--- src/rtl/tmr_pkg.sv ---
// Constants for the eight-bit timer/counter core with two compare units.
// Assumes an APB slave with 32-bit data and byte addresses on paddr.
package tmr_pkg;

  // ------------------------------------------------------------------
  // Register byte offsets
  // ------------------------------------------------------------------
  localparam logic [7:0] OFS_CTRL_A  = 8'h00;
  localparam logic [7:0] OFS_CTRL_B  = 8'h04;
  localparam logic [7:0] OFS_CTRL_C  = 8'h08;
  localparam logic [7:0] OFS_COUNT   = 8'h0c;
  localparam logic [7:0] OFS_CMP_A   = 8'h10;
  localparam logic [7:0] OFS_CMP_B   = 8'h14;
  localparam logic [7:0] OFS_FLAG    = 8'h18;
  localparam logic [7:0] OFS_MASK    = 8'h1c;

  // ------------------------------------------------------------------
  // Field positions
  // ------------------------------------------------------------------
  localparam int POS_COM_A   = 6;   // ctrl_a[7:6]
  localparam int POS_COM_B   = 4;   // ctrl_a[5:4]
  localparam int POS_WAVE_LO = 0;   // ctrl_a[1:0]
  localparam int POS_WAVE_HI = 3;   // ctrl_b[3]
  localparam int POS_CS      = 0;   // ctrl_b[2:0]
  localparam int POS_FORCE_A = 7;   // ctrl_c[7]
  localparam int POS_FORCE_B = 6;   // ctrl_c[6]
  localparam int POS_OVF     = 0;   // flag / mask bit
  localparam int POS_MATCH_A = 1;
  localparam int POS_MATCH_B = 2;

  // ------------------------------------------------------------------
  // Reset values
  // ------------------------------------------------------------------
  localparam logic [7:0] RST_CTRL  = 8'h00;
  localparam logic [7:0] RST_COUNT = 8'h00;
  localparam logic [7:0] RST_CMP   = 8'h00;
  localparam logic [2:0] RST_FLAG  = 3'h0;

  // ------------------------------------------------------------------
  // Tick sources, CTC wave mode and compare output actions
  // ------------------------------------------------------------------
  localparam logic [2:0] CS_STOP     = 3'h0;
  localparam logic [2:0] CS_PCLK     = 3'h1;
  localparam logic [2:0] CS_EXT_FALL = 3'h6;
  localparam logic [2:0] CS_EXT_RISE = 3'h7;
  localparam logic [2:0] WAVE_CTC    = 3'h2;
  localparam logic [1:0] COM_NONE    = 2'h0;
  localparam logic [1:0] COM_TOGGLE  = 2'h1;
  localparam logic [1:0] COM_CLEAR   = 2'h2;
  localparam logic [1:0] COM_SET     = 2'h3;

endpackage : tmr_pkg

--- src/rtl/tmr_cmp_if.sv ---
// Bundle between the counter core and one compare unit.
// Assumes both sides run on the same pclk.
interface tmr_cmp_if #(parameter int W = 8);
  logic [W-1:0] cnt;          // Live counter value
  logic         wr_en;        // CPU write to this compare register
  logic [W-1:0] wr_data;      // Write data
  logic         pwm;          // Double buffering active
  logic         load;         // Copy buffer to active register
  logic         tick_ok;      // Tick with matches not blocked
  logic         force_cmp;    // Forced match strobe
  logic [1:0]   com;          // Compare output mode
  logic         fast;         // Single-slope PWM
  logic         count_up;     // Direction for dual slope
  logic         bottom_evt;   // Fast PWM wrap to bottom
  logic [W-1:0] ocr;          // Active compare value
  logic [W-1:0] buf_val;      // Buffer seen by the CPU
  logic         match;        // Counter equals active value
  logic         oc_state;     // Internal compare output state

  modport unit (
    input  cnt, wr_en, wr_data, pwm, load, tick_ok, force_cmp,
    input  com, fast, count_up, bottom_evt,
    output ocr, buf_val, match, oc_state
  );
  modport core (
    output cnt, wr_en, wr_data, pwm, load, tick_ok, force_cmp,
    output com, fast, count_up, bottom_evt,
    input  ocr, buf_val, match, oc_state
  );
endinterface : tmr_cmp_if

--- src/rtl/tmr_cmp_unit.sv ---
// One compare unit: buffered compare value and output state.
// Assumes the core qualifies ticks, forces and loads.
module tmr_cmp_unit #(
  parameter int W = 8
) (
  input wire logic pclk,          // System clock
  input wire logic presetn,       // Async reset, active low
  tmr_cmp_if.unit  bus            // Link to the counter core
);

  logic [W-1:0] ocr_reg;
  logic [W-1:0] buf_reg;
  logic         oc_reg;
  logic         oc_next;
  logic         evt;

  assign bus.ocr     = ocr_reg;
  assign bus.buf_val = buf_reg;
  assign bus.match   = (bus.cnt == ocr_reg);
  assign bus.oc_state = oc_reg;
  assign evt = bus.tick_ok & bus.match;

  // ------------------------------------------------------------------
  // Compare value and its buffer
  // ------------------------------------------------------------------
  // Buffer always takes CPU writes; active copy only when unbuffered
  always_ff @(posedge pclk or negedge presetn)
  begin
    if (!presetn)
    begin
      ocr_reg <= W'(tmr_pkg::RST_CMP);
      buf_reg <= W'(tmr_pkg::RST_CMP);
    end
    else
    begin
      if (bus.wr_en)
        buf_reg <= bus.wr_data;
      if (bus.wr_en && !bus.pwm)
        ocr_reg <= bus.wr_data;
      else if (bus.pwm && bus.load)
        ocr_reg <= buf_reg;
    end
  end

  // ------------------------------------------------------------------
  // Output state action
  // ------------------------------------------------------------------
  // Mode field read live, so a change acts at once
  always_comb
  begin
    oc_next = oc_reg;
    if (!bus.pwm)
    begin
      if (evt || bus.force_cmp)
      begin
        unique case (bus.com)
          tmr_pkg::COM_NONE:   oc_next = oc_reg;
          tmr_pkg::COM_TOGGLE: oc_next = ~oc_reg;
          tmr_pkg::COM_CLEAR:  oc_next = 1'b0;
          tmr_pkg::COM_SET:    oc_next = 1'b1;
        endcase
      end
    end
    else if (bus.com[1])
    begin
      // Inverting when the low bit is set
      if (bus.fast)
      begin
        if (bus.bottom_evt)
          oc_next = ~bus.com[0];
        else if (evt)
          oc_next = bus.com[0];
      end
      else if (evt)
        oc_next = bus.count_up ? bus.com[0] : ~bus.com[0];
    end
  end

  // Held across mode changes; only compare actions and reset change it
  always_ff @(posedge pclk or negedge presetn)
  begin
    if (!presetn)
      oc_reg <= 1'b0;
    else
      oc_reg <= oc_next;
  end

endmodule : tmr_cmp_unit

--- src/rtl/tmr_core.sv ---
// Eight-bit timer/counter core with two compare units, APB registers.
// Assumes prescaler taps are pclk-domain pulses; count pin is async.
//
// Implementation choices: the address map and the APB interface to the registers.
module tmr_core #(
  parameter int W = 8               // Counter width
) (
  input  wire logic        pclk,          // System clock, 10 MHz
  input  wire logic        presetn,       // Async reset, active low
  input  wire logic        psel,          // APB select
  input  wire logic        penable,       // APB access phase
  input  wire logic        pwrite,        // APB write
  input  wire logic [7:0]  paddr,         // APB byte address
  input  wire logic [31:0] pwdata,        // APB write data
  output logic      [31:0] prdata,        // APB read data
  output logic             pready,        // Always ready
  output logic             pslverr,       // Unmapped address
  input  wire logic [3:0]  presc_tap,     // Prescaler tick pulses
  input  wire logic        ext_count_pin, // External count input
  input  wire logic [2:0]  irq_ack,       // Interrupt taken pulses
  output logic      [2:0]  irq_req,       // Masked interrupt levels
  input  wire logic        port_out_a,    // Port value under A
  input  wire logic        port_dir_a,    // Port direction under A
  input  wire logic        port_out_b,    // Port value under B
  input  wire logic        port_dir_b,    // Port direction under B
  output logic             cmp_output_a,  // Pin A value
  output logic             cmp_output_a_oe, // Pin A drive enable
  output logic             cmp_output_b,  // Pin B value
  output logic             cmp_output_b_oe  // Pin B drive enable
);

  // Elaboration refuses widths the logic cannot serve
  if (W < 2 || W > 8)
  begin : g_bad_width
    $error("counter width must be 2 to 8");
  end

  localparam logic [W-1:0] MAXV = {W{1'b1}};
  localparam logic [W-1:0] BOTV = '0;
  localparam logic [W-1:0] ONE  = W'(1);

  // ------------------------------------------------------------------
  // Registers and wires
  // ------------------------------------------------------------------
  logic [7:0]   ctrl_a_reg;
  logic [3:0]   ctrl_b_reg;
  logic [W-1:0] count_reg;
  logic [W-1:0] count_next;
  logic         dir_up_reg;
  logic         dir_up_next;
  logic         block_reg;
  logic [2:0]   flag_reg;
  logic [2:0]   flag_next;
  logic [2:0]   mask_reg;
  logic [31:0]  prdata_reg;
  logic [2:0]   ext_sync_reg;
  logic         tick;
  logic         tick_ok;
  logic [2:0]   wave_mode_field;
  logic [2:0]   tick_source_select;
  logic         pwm;
  logic         fast;
  logic         use_a_top;
  logic [W-1:0] top_val;
  logic         at_top;
  logic         at_bottom;
  logic         ovf_evt;
  logic         wr_acc;
  logic         rd_setup;
  logic         addr_ok;
  logic         wr_count;
  logic [1:0]   force_cmp;
  logic [1:0]   match_evt;

  tmr_cmp_if #(.W(W)) cif[2] ();

  // ------------------------------------------------------------------
  // Bus decode
  // ------------------------------------------------------------------
  // Zero wait states: every access completes in its first access cycle
  assign addr_ok  = (paddr[1:0] == 2'b00) && (paddr < 8'h20);
  assign wr_acc   = psel && penable && pwrite && addr_ok;
  assign rd_setup = psel && !penable && !pwrite;
  assign pready   = 1'b1;
  assign pslverr  = psel && penable && !addr_ok;
  assign prdata   = prdata_reg;
  assign wr_count = wr_acc && (paddr == tmr_pkg::OFS_COUNT);

  assign wave_mode_field = {ctrl_b_reg[tmr_pkg::POS_WAVE_HI],
                            ctrl_a_reg[tmr_pkg::POS_WAVE_LO +: 2]};
  assign tick_source_select = ctrl_b_reg[tmr_pkg::POS_CS +: 3];

  // Force strobes only count outside PWM; never stored
  assign force_cmp[0] = wr_acc && (paddr == tmr_pkg::OFS_CTRL_C)
                        && pwdata[tmr_pkg::POS_FORCE_A] && !pwm;
  assign force_cmp[1] = wr_acc && (paddr == tmr_pkg::OFS_CTRL_C)
                        && pwdata[tmr_pkg::POS_FORCE_B] && !pwm;

  // ------------------------------------------------------------------
  // Control registers
  // ------------------------------------------------------------------
  always_ff @(posedge pclk or negedge presetn)
  begin
    if (!presetn)
    begin
      ctrl_a_reg <= tmr_pkg::RST_CTRL;
      ctrl_b_reg <= tmr_pkg::RST_CTRL[3:0];
      mask_reg   <= tmr_pkg::RST_FLAG;
    end
    else if (wr_acc)
    begin
      if (paddr == tmr_pkg::OFS_CTRL_A)
        ctrl_a_reg <= pwdata[7:0];
      if (paddr == tmr_pkg::OFS_CTRL_B)
        ctrl_b_reg <= pwdata[3:0];
      if (paddr == tmr_pkg::OFS_MASK)
        mask_reg <= pwdata[2:0];
    end
  end

  // ------------------------------------------------------------------
  // Read data
  // ------------------------------------------------------------------
  // Sampled in the setup cycle so prdata comes from a flop
  always_ff @(posedge pclk or negedge presetn)
  begin
    if (!presetn)
      prdata_reg <= 32'h0000_0000;
    else if (rd_setup)
    begin
      unique case (paddr)
        tmr_pkg::OFS_CTRL_A: prdata_reg <= {24'h00_0000, ctrl_a_reg};
        tmr_pkg::OFS_CTRL_B: prdata_reg <= {28'h000_0000, ctrl_b_reg};
        tmr_pkg::OFS_COUNT:  prdata_reg <= 32'(count_reg);
        tmr_pkg::OFS_CMP_A:  prdata_reg <= 32'(cif[0].buf_val);
        tmr_pkg::OFS_CMP_B:  prdata_reg <= 32'(cif[1].buf_val);
        tmr_pkg::OFS_FLAG:   prdata_reg <= {29'h0, flag_reg};
        tmr_pkg::OFS_MASK:   prdata_reg <= {29'h0, mask_reg};
        default:             prdata_reg <= 32'h0000_0000;
      endcase
    end
  end

  // ------------------------------------------------------------------
  // Tick selection
  // ------------------------------------------------------------------
  // Two flops before any logic; the third only serves edge detection
  always_ff @(posedge pclk or negedge presetn)
  begin
    if (!presetn)
      ext_sync_reg <= 3'h0;
    else
      ext_sync_reg <= {ext_sync_reg[1:0], ext_count_pin};
  end

  always_comb
  begin
    tick = 1'b0;
    unique case (tick_source_select)
      tmr_pkg::CS_STOP:     tick = 1'b0;
      tmr_pkg::CS_PCLK:     tick = 1'b1;
      tmr_pkg::CS_EXT_FALL: tick = ext_sync_reg[2] && !ext_sync_reg[1];
      tmr_pkg::CS_EXT_RISE: tick = !ext_sync_reg[2] && ext_sync_reg[1];
      default:
        tick = presc_tap[2'(tick_source_select - 3'h2)];
    endcase
  end

  // ------------------------------------------------------------------
  // Mode decode, top and bottom
  // ------------------------------------------------------------------
  // Modes 4 and 6 are reserved and count like normal mode
  assign pwm       = wave_mode_field[0];
  assign fast      = wave_mode_field[0] && wave_mode_field[1];
  assign use_a_top = (wave_mode_field == tmr_pkg::WAVE_CTC)
                     || (wave_mode_field[2] && wave_mode_field[0]);
  assign top_val   = use_a_top ? cif[0].ocr : MAXV;
  assign at_top    = (count_reg == top_val);
  assign at_bottom = (count_reg == BOTV);
  assign tick_ok   = tick && !block_reg;

  // ------------------------------------------------------------------
  // Counter
  // ------------------------------------------------------------------
  always_comb
  begin
    count_next  = count_reg;
    dir_up_next = dir_up_reg;
    ovf_evt     = 1'b0;
    if (wr_count)
      count_next = pwdata[W-1:0];
    else if (tick)
    begin
      if (pwm && !fast)
      begin
        // Dual slope: turn at top, turn again at bottom
        if (dir_up_reg)
        begin
          count_next  = at_top ? count_reg - ONE : count_reg + ONE;
          dir_up_next = !at_top;
        end
        else
        begin
          count_next  = at_bottom ? count_reg + ONE : count_reg - ONE;
          dir_up_next = at_bottom;
          ovf_evt     = at_bottom;
        end
      end
      else if (fast || use_a_top)
      begin
        count_next = at_top ? BOTV : count_reg + ONE;
        ovf_evt    = fast ? at_top : (count_reg == MAXV);
      end
      else
      begin
        count_next = count_reg + ONE;
        ovf_evt    = (count_reg == MAXV);
      end
    end
  end

  always_ff @(posedge pclk or negedge presetn)
  begin
    if (!presetn)
    begin
      count_reg  <= W'(tmr_pkg::RST_COUNT);
      dir_up_reg <= 1'b1;
    end
    else
    begin
      count_reg  <= count_next;
      dir_up_reg <= pwm ? dir_up_next : 1'b1;
    end
  end

  // Block lasts until the next tick, even while stopped
  always_ff @(posedge pclk or negedge presetn)
  begin
    if (!presetn)
      block_reg <= 1'b0;
    else if (wr_count)
      block_reg <= 1'b1;
    else if (tick)
      block_reg <= 1'b0;
  end

  // ------------------------------------------------------------------
  // Compare units
  // ------------------------------------------------------------------
  for (genvar i = 0; i < 2; i++)
  begin : g_cmp
    assign cif[i].cnt       = count_reg;
    assign cif[i].wr_en     = wr_acc && (paddr == (i == 0 ?
                              tmr_pkg::OFS_CMP_A : tmr_pkg::OFS_CMP_B));
    assign cif[i].wr_data   = pwdata[W-1:0];
    assign cif[i].pwm       = pwm;
    // Dual slope loads at top, single slope at bottom
    assign cif[i].load      = tick && (fast ? at_top
                              : (dir_up_reg && at_top));
    assign cif[i].tick_ok   = tick_ok;
    assign cif[i].force_cmp = force_cmp[i];
    assign cif[i].com       = ctrl_a_reg[(i == 0 ? tmr_pkg::POS_COM_A
                              : tmr_pkg::POS_COM_B) +: 2];
    assign cif[i].fast       = fast;
    assign cif[i].count_up   = dir_up_reg;
    assign cif[i].bottom_evt = tick && at_top;
    assign match_evt[i]      = tick_ok && cif[i].match;

    tmr_cmp_unit #(.W(W)) u_cmp (
      .pclk    (pclk),
      .presetn (presetn),
      .bus     (cif[i].unit)
    );
  end

  // ------------------------------------------------------------------
  // Interrupt flags
  // ------------------------------------------------------------------
  // Set beats clear so an event in the clearing cycle survives
  always_comb
  begin
    flag_next = flag_reg & ~irq_ack;
    if (wr_acc && (paddr == tmr_pkg::OFS_FLAG))
      flag_next = flag_next & ~pwdata[2:0];
    if (ovf_evt)
      flag_next[tmr_pkg::POS_OVF] = 1'b1;
    if (match_evt[0])
      flag_next[tmr_pkg::POS_MATCH_A] = 1'b1;
    if (match_evt[1])
      flag_next[tmr_pkg::POS_MATCH_B] = 1'b1;
  end

  always_ff @(posedge pclk or negedge presetn)
  begin
    if (!presetn)
      flag_reg <= tmr_pkg::RST_FLAG;
    else
      flag_reg <= flag_next;
  end

  assign irq_req = flag_reg & mask_reg;

  // ------------------------------------------------------------------
  // Pin override
  // ------------------------------------------------------------------
  // Direction stays with the port; only the value is replaced
  assign cmp_output_a    = (cif[0].com != tmr_pkg::COM_NONE)
                           ? cif[0].oc_state : port_out_a;
  assign cmp_output_b    = (cif[1].com != tmr_pkg::COM_NONE)
                           ? cif[1].oc_state : port_out_b;
  assign cmp_output_a_oe = port_dir_a;
  assign cmp_output_b_oe = port_dir_b;

endmodule : tmr_core

--- config.mk ---
export PLATFORM = sky130hd
export DESIGN_NAME = tmr_core
export DESIGN_NICKNAME = d
export VERILOG_FILES = /design/src/rtl/tmr_pkg.sv /design/src/rtl/tmr_cmp_if.sv /design/src/rtl/tmr_cmp_unit.sv /design/src/rtl/tmr_core.sv
export SDC_FILE = /design/constraint.sdc
export NUM_CORES = 1
export LEC_CHECK = 0
export ABC_AREA = 1
export BUFFER_PORTS_ARGS = -buffer_cell sky130_fd_sc_hd__buf_2
export CAP_MARGIN = 10
export CORE_MARGIN = 2
export CORE_UTILIZATION = 43
export CTS_BUF_LIST = sky130_fd_sc_hd__clkbuf_4 sky130_fd_sc_hd__clkbuf_8 sky130_fd_sc_hd__clkbuf_16
export CTS_CLUSTER_DIAMETER = 30
export DETAILED_ROUTE_END_ITERATION = 7
export PLACE_DENSITY_LB_ADDON = 0.05
export SYNTH_ARGS = -nofsm -noshare
export SYNTH_HDL_FRONTEND = slang
export SYNTH_SLANG_ARGS = --single-unit
--- constraint.sdc ---
create_clock -name pclk -period 3.8 [get_ports pclk]
set_clock_uncertainty 0.1 [all_clocks]
set_input_delay 0.57 -clock pclk [delete_from_list [all_inputs] [get_ports pclk]]
set_output_delay 0.57 -clock pclk [all_outputs]
set_load 0.02 [all_outputs]
Word level (Yosys, flattened, before mapping)
Cells that the tools add are included.

Bits of input ports: 57. Flip-flop bits (word level): 97.

Multiplexer cells: 55. Equal/unequal tests: 32. $lt $le $gt $ge: 2. Reduce and logical (&&, ||, !) cells: 62. $add $sub $neg: 3. Bitwise logic cells: 11.

Operators with widths (number): $mux W8 (13); $pmux W8 S7 (1); $mux W1 (36); $eq A8 B5 Y1 const B (4); $logic_and A1 B1 Y1 (30); $eq A8 B8 Y1 (3); $eq A8 B4 Y1 const B (2); $logic_not A8 Y1 (2); $reduce_bool A2 Y1 (7); $ne A3 B1 Y1 const B (4); $reduce_and A5 Y1 (2); $and A3 B3 Y3 (3); $logic_not A1 Y1 (9); $add A8 B1 Y8 const B (1); $eq A2 B2 Y1 const B (4); $eq A8 B3 Y1 const B (1); $eq A8 B8 Y1 const B (1); $lt A8 B6 Y1 const B (1); $ne A2 B1 Y1 const B (4); $sub A8 B1 Y8 const B (1); $eq A3 B3 Y1 const B (2); $logic_not A2 Y1 (3); $ne A2 B2 Y1 const B (3); $not A3 Y3 (2); 15 further kinds (26).

Logic depth before layout (Yosys ltp)
Depth after elaboration: 11. Gate-level depth with buffers: 16. Gate-level depth less buffers: 16.

Modules after synthesis
From an unflattened synthesis, not the netlist that was laid out.

Cells, all modules: 678. Area, all modules: 4863.4 um2.

By module, submodules not included: tmr_core (times used 1, cells each 434, area each 3021.6 um2); tmr_cmp_unit (times used 2, cells each 122, area each 920.9 um2).

Worst setup path after synthesis
Ideal clock, no wire load.

Path type: input port to flip-flop. From: input paddr[1]. To: register count_reg[5] (netlist: cif[0].cnt[5]). Setup time: 0.124 ns. Path slack: 1.836 ns. Stages on the path: 11. Required time: 3.576 ns. Arrival: 1.739 ns. Cells stage by stage: nor2_1 inv_2 nor3_4 nand2_2 nor2_4 inv_2 nand2_2 inv_2 nand2_4 a21oi_1 or2_1.

Longest elaborated chain between the ends: 5. Elaborated cells between the ends (all ways): 8. Those cells by class: order compare: 1; eq/ne: 1; mux: 1; reduce/logical: 5.

Ends and longest elaborated chain: start, declared (RTL line tmr_core.sv:13) `input wire logic [7:0] paddr,`; $lt A8 B6 Y1 or $logic_not A2 Y1 (tied branches) (RTL line tmr_core.sv:81) `assign addr_ok = (paddr[1:0] == 2'b00) && (paddr < 8'h20);`; $logic_and A1 B1 Y1 (RTL line tmr_core.sv:81); $logic_and A1 B1 Y1 (RTL line tmr_core.sv:82) `assign wr_acc = psel && penable && pwrite && addr_ok;`; $logic_and A1 B1 Y1 (*) (RTL line tmr_core.sv:87) `assign wr_count = wr_acc && (paddr == tmr_pkg::OFS_COUNT);`; $mux W8 or $reduce_bool A2 Y1 (tied branches); end signal, assigned (RTL line tmr_core.sv:226) `count_reg <= W'(tmr_pkg::RST_COUNT);`; end signal, assigned (RTL line tmr_core.sv:231) `count_reg <= count_next;`; end, declared (RTL line tmr_core.sv:47) `logic [W-1:0] count_reg;`.

Every way passes the cells marked *; elsewhere a longest branch is shown, timed or not. A chain may end at the register's enable or synchronous reset.

Final worst setup path
From: register ctrl_a_reg[0]. To: register g_cmp[1].u_cmp.ocr_reg[6].

Longest elaborated chain between the ends: 9. Elaborated cells between the ends (all ways): 14. Those cells by class: eq/ne: 2; mux: 3; reduce/logical: 9.

Ends and longest elaborated chain: start, declared (RTL line tmr_core.sv:45) `logic [7:0] ctrl_a_reg;`; start signal, assigned (RTL line tmr_core.sv:106) `ctrl_a_reg <= tmr_pkg::RST_CTRL;`; start signal, assigned (RTL line tmr_core.sv:113) `ctrl_a_reg <= pwdata[7:0];`; $eq A3 B2 Y1 or $logic_and A1 B1 Y1 (tied branches) (RTL line tmr_core.sv:175, tmr_core.sv:176); $logic_or A1 B1 Y1 (RTL line tmr_core.sv:176) `|| (wave_mode_field[2] && wave_mode_field[0]);`; $mux W8 (RTL line tmr_core.sv:177) `assign top_val = use_a_top ? cif[0].ocr : MAXV;`; $eq A8 B8 Y1 (RTL line tmr_core.sv:178) `assign at_top = (count_reg == top_val);`; $logic_and A1 B1 Y1 (RTL line tmr_core.sv:259) `: (dir_up_reg && at_top));`; $mux W1 (RTL line tmr_core.sv:258) `assign cif[i].load = tick && (fast ? at_top`; $logic_and A1 B1 Y1 (RTL line tmr_core.sv:258); $logic_and A1 B1 Y1 (RTL line tmr_cmp_unit.sv:40) `else if (bus.pwm && bus.load)`; $reduce_bool A2 Y1 (no source line); end signal, assigned (RTL line tmr_cmp_unit.sv:31) `ocr_reg <= W'(tmr_pkg::RST_CMP);`; end signal, assigned (RTL line tmr_cmp_unit.sv:39) `ocr_reg <= bus.wr_data;`; end signal, assigned (RTL line tmr_cmp_unit.sv:41) `ocr_reg <= buf_reg;`; end, declared (RTL line tmr_cmp_unit.sv:11) `logic [W-1:0] ocr_reg;`.

Parallel ways exist; a longest one is shown, timed or not.

==> flow_summary_export.csv <==
group,metric,value,unit
global_routing,grt_max_degree,74,
synthesis,synthTopCellsByArea,"dfrtp_1 (39%), nand2_1 (14%), o21ai_0 (7.0%)",
synthesis,synth_mux_area_share,0,%
route,route.detailed.drc,0,
synthesis,yosysTopAreaCell,"dfrtp_1",
synthesis,synth-compound-area-share,14.98,%
route,drt_iter0_markers,281,
cells_and_area,nFillCells,1105,
floorplan,start_util,44.41,%
synthesis,synth_edf_count,0,
sta,fmaxAchievable,404.5,MHz
sta,slew_headroom,36.93,%
cts,ctsRootBufferMaster,"clkbuf_8",
global_routing,grt_pass1_vias,3975,
cts,cts_resized,0,
route,first_pass_iters,8,
synthesis,ys_seq_elements,73,
sta,finalHoldWorstSlack,0.2189,ns
sta,grt_setup_unrepaired,"no",
worst_setup_path,critPathRequiredTime,3.94,ns
sta,hold_violations,0,
floorplan,die_h,107.3,microns
floorplan,coreArea,10320,sq um
route,vias,4178,
synthesis,ys_seq_area_share,39.87,%
power,clkPwrFrac,43.8,%
route,wl_per_cell,16.05,microns
power,power.total,1594,uW
synthesis,ys_async_sr_fraction,100.0,%
worst_setup_path,cp.arrival,2.61,ns
cts,clkSinkCount,73,
floorplan,rows,37,
cells_and_area,final-seq-area,1828,sq um
floorplan,pin_count,98,
power,pwr-share-seq,49.5,%
cells_and_area,layout.nets,730,
synthesis,synthSimpleGateAreaFrac,27.62,%
floorplan,die_area,11500,sq um
cts,clockBufferDepth,2,
cells_and_area,area_delta_synth_final,8.870,%
synthesis,synth_top_flop_cell,"dfrtp_1",
cells_and_area,antenna_cells,0,
route,ant_nets,0,
sta,period_needed,2.472,ns
power,p_comb_share,6.7,%
sta,finalSetupViolCount,0,
global_routing,grtUsageTotal,24.38,%
placed_design,routabilityCongestion,0.8420,
cts,post_cts_buffers,0,
placed_design,io_buffers,44,
synthesis,netlist_top_cells_count,"nand2_1 (167), inv_1 (73), dfrtp_1 (72), o21ai_0 (64), nor2_1 (47)",
cells_and_area,layout-drive-gt1-share,14.24,%
cts,clk_pin_slew,0.09,ns
cts,htreeDepth,3,
sta,drv_slew,0,
sta,tightestPinTransition,0.9461,ns
flow_run,drv_cap,0,
synthesis,netlist_area,4584,sq um
route,via_per_inst,5.158,
worst_setup_path,path_class,"flip-flop to flip-flop",
worst_setup_path,worstPathMaxFanout,14,
synthesis,synth.top_cell.area_share,39.30,%
synthesis,synth_xor_xnor_area_share,3.248,%
synthesis,avgSynthCellArea,7.242,sq um
hold_path,hold_class,"input pin to flip-flop",
placed_design,place_hpwl,9.780,mm
worst_setup_path,cp-end-kind,"flip-flop",
power,p_sw_share,26.18,%
synthesis,synth_top_family_by_area,"simple AND/OR/NAND/NOR gates",
route,wirelength,13.00,mm
synthesis,post_synth_inst_count,633,
cts,ctsHoldBuffers,0,
cells_and_area,multi_input_comb_area,2233,sq um
floorplan,die_x,107.3,microns
power,netSwitchingPower,417.3,uW
sta,setup-tns-final,0,ns
power,powerDensity,319.3,nW/um^2
synthesis,ys.warnings.count,0,
cts,cts_tree,"done",
worst_setup_path,start_kind,"flip-flop",
global_routing,grt_overflow_total,0,
global_routing,grt_pass1_wl,21.41,mm
cts,cts_made_buffers,9,
run_status,status,"finished clean",
global_routing,antenna_found_initial,0,
power,peakVddDrop,0.1979,mV
sta,final.period_utilization,65.05,%
synthesis,yosys.cell_types.count,42,
cts,clk_latency,0.35,ns
synthesis,synthAdderAreaFrac,0.8188,%
power,leakagePower,0.002496,uW
power,p_int,1176,uW
synthesis,yosysMostFrequentCell,"nand2_1",
==> final cells by class <==
class	count	area share [%]
multi-input combinational	457	44.75
sequential	73	36.63
inverter	85	6.468
timing repair buffer	44	4.462
tap	136	3.409
clock buffer	9	2.482
clock inverter	6	1.805
==> cell families after synthesis <==
group / count (synthesis)
simple gates: 289
buf+inv: 126
compound gates: 123
flops: 73
xor+xnor: 17
fa+ha+maj: 3
other cells: 2
==> placed cells by master (no fill, tap or decap), types with 2 or more instances in the layout <==
master | Yosys | routed
a21o_1 | 2 | 2
a21oi_1 | 17 | 17
a21oi_2 | 2 | 2
a221oi_1 | 4 | 4
buf_2 | 4 | 43
bufinv_16 | 0 | 2
clkbuf_8 | 0 | 9
clkinv_2 | 1 | 2
conb_1 | 2 | 25
dfrtp_1 | 72 | 72
ha_1 | 3 | 3
inv_1 | 73 | 73
inv_2 | 10 | 10
inv_6 | 0 | 2
nand2_1 | 167 | 167
nand2_2 | 9 | 9
nand3_1 | 38 | 38
nand3b_1 | 2 | 2
nand4_1 | 5 | 5
nor2_1 | 47 | 47
nor2_2 | 3 | 3
nor2_4 | 3 | 3
nor3_1 | 8 | 8
o211ai_1 | 2 | 2
o21ai_0 | 64 | 64
o21ai_1 | 8 | 8
o22ai_1 | 20 | 20
xnor2_1 | 5 | 5
xor2_1 | 12 | 12
==> power groups by stage <==
stage          logic [uW]  registers, uW  clock network (uW)
3_5_place_dp          108            804                   0
2_1_floorplan        83.6            799                   0
3_3_place_gp          107            803                   0
5_1_grt               122            789                 747
4_1_cts               108            788                 708
6_report              107            788                 699
==> metrics by stage <==
step | utilization (%) | instance area (sq um) | setup WS [ns] | cells
after global routing | 48.35 | 4991 | 1.078 | 810
after detailed placement | 46.27 | 4777 | 1.191 | 795
final | 48.35 | 4991 | 1.328 | 810
after floorplan | - | 4671 | 1.837 | 656
after CTS | 48.35 | 4991 | 1.349 | 810
after global placement | 46.27 | 4777 | 1.186 | 795
==> worst paths after layout <==
kind,start,to,slack [ns],depth (start not counted)
min in group asynchronous,presetn,ctrl_a_reg[0]$_DFFE_PN0P_,0.24,1
setup reg to reg,ctrl_a_reg[0]$_DFFE_PN0P_,g_cmp[1].u_cmp.bus.ocr[6]$_DFFE_PN0P_,1.33,14
max in group asynchronous,presetn,cif[0].cnt[6]$_DFFE_PN0P_,2.72,1
hold reg to reg,ext_sync_reg[0]$_DFF_PN0_,ext_sync_reg[1]$_DFF_PN0_,0.25,0
setup / recovery,ctrl_a_reg[0]$_DFFE_PN0P_,g_cmp[1].u_cmp.bus.ocr[6]$_DFFE_PN0P_,1.33,14
hold / removal,ext_count_pin,ext_sync_reg[0]$_DFF_PN0_,0.22,1
==> layer usage <==
metal	GRT usage (%)	up-vias	wire (microns)
met5	0	-	0
met4	7.421	0	238
met3	3.692	14	731
met2	37.66	151	5894
met1	35.29	1945	6137
li1	-	2068	-
==> critical path, cell delays in order (launching register included) <==
cell and delay, ns:
dfrtp_1 0.58, inv_2 0.28, nand3_1 0.16, nand2_1 0.15
nand2_1 0.06, nand2_1 0.06, nand2_1 0.07, inv_2 0.07
nand2_2 0.07, clkinv_2 0.11, nand3_4 0.20, nand2_2 0.22
inv_1 0.08, nand2_1 0.07, nand2_1 0.04
(Power assumes the default switching activity.)
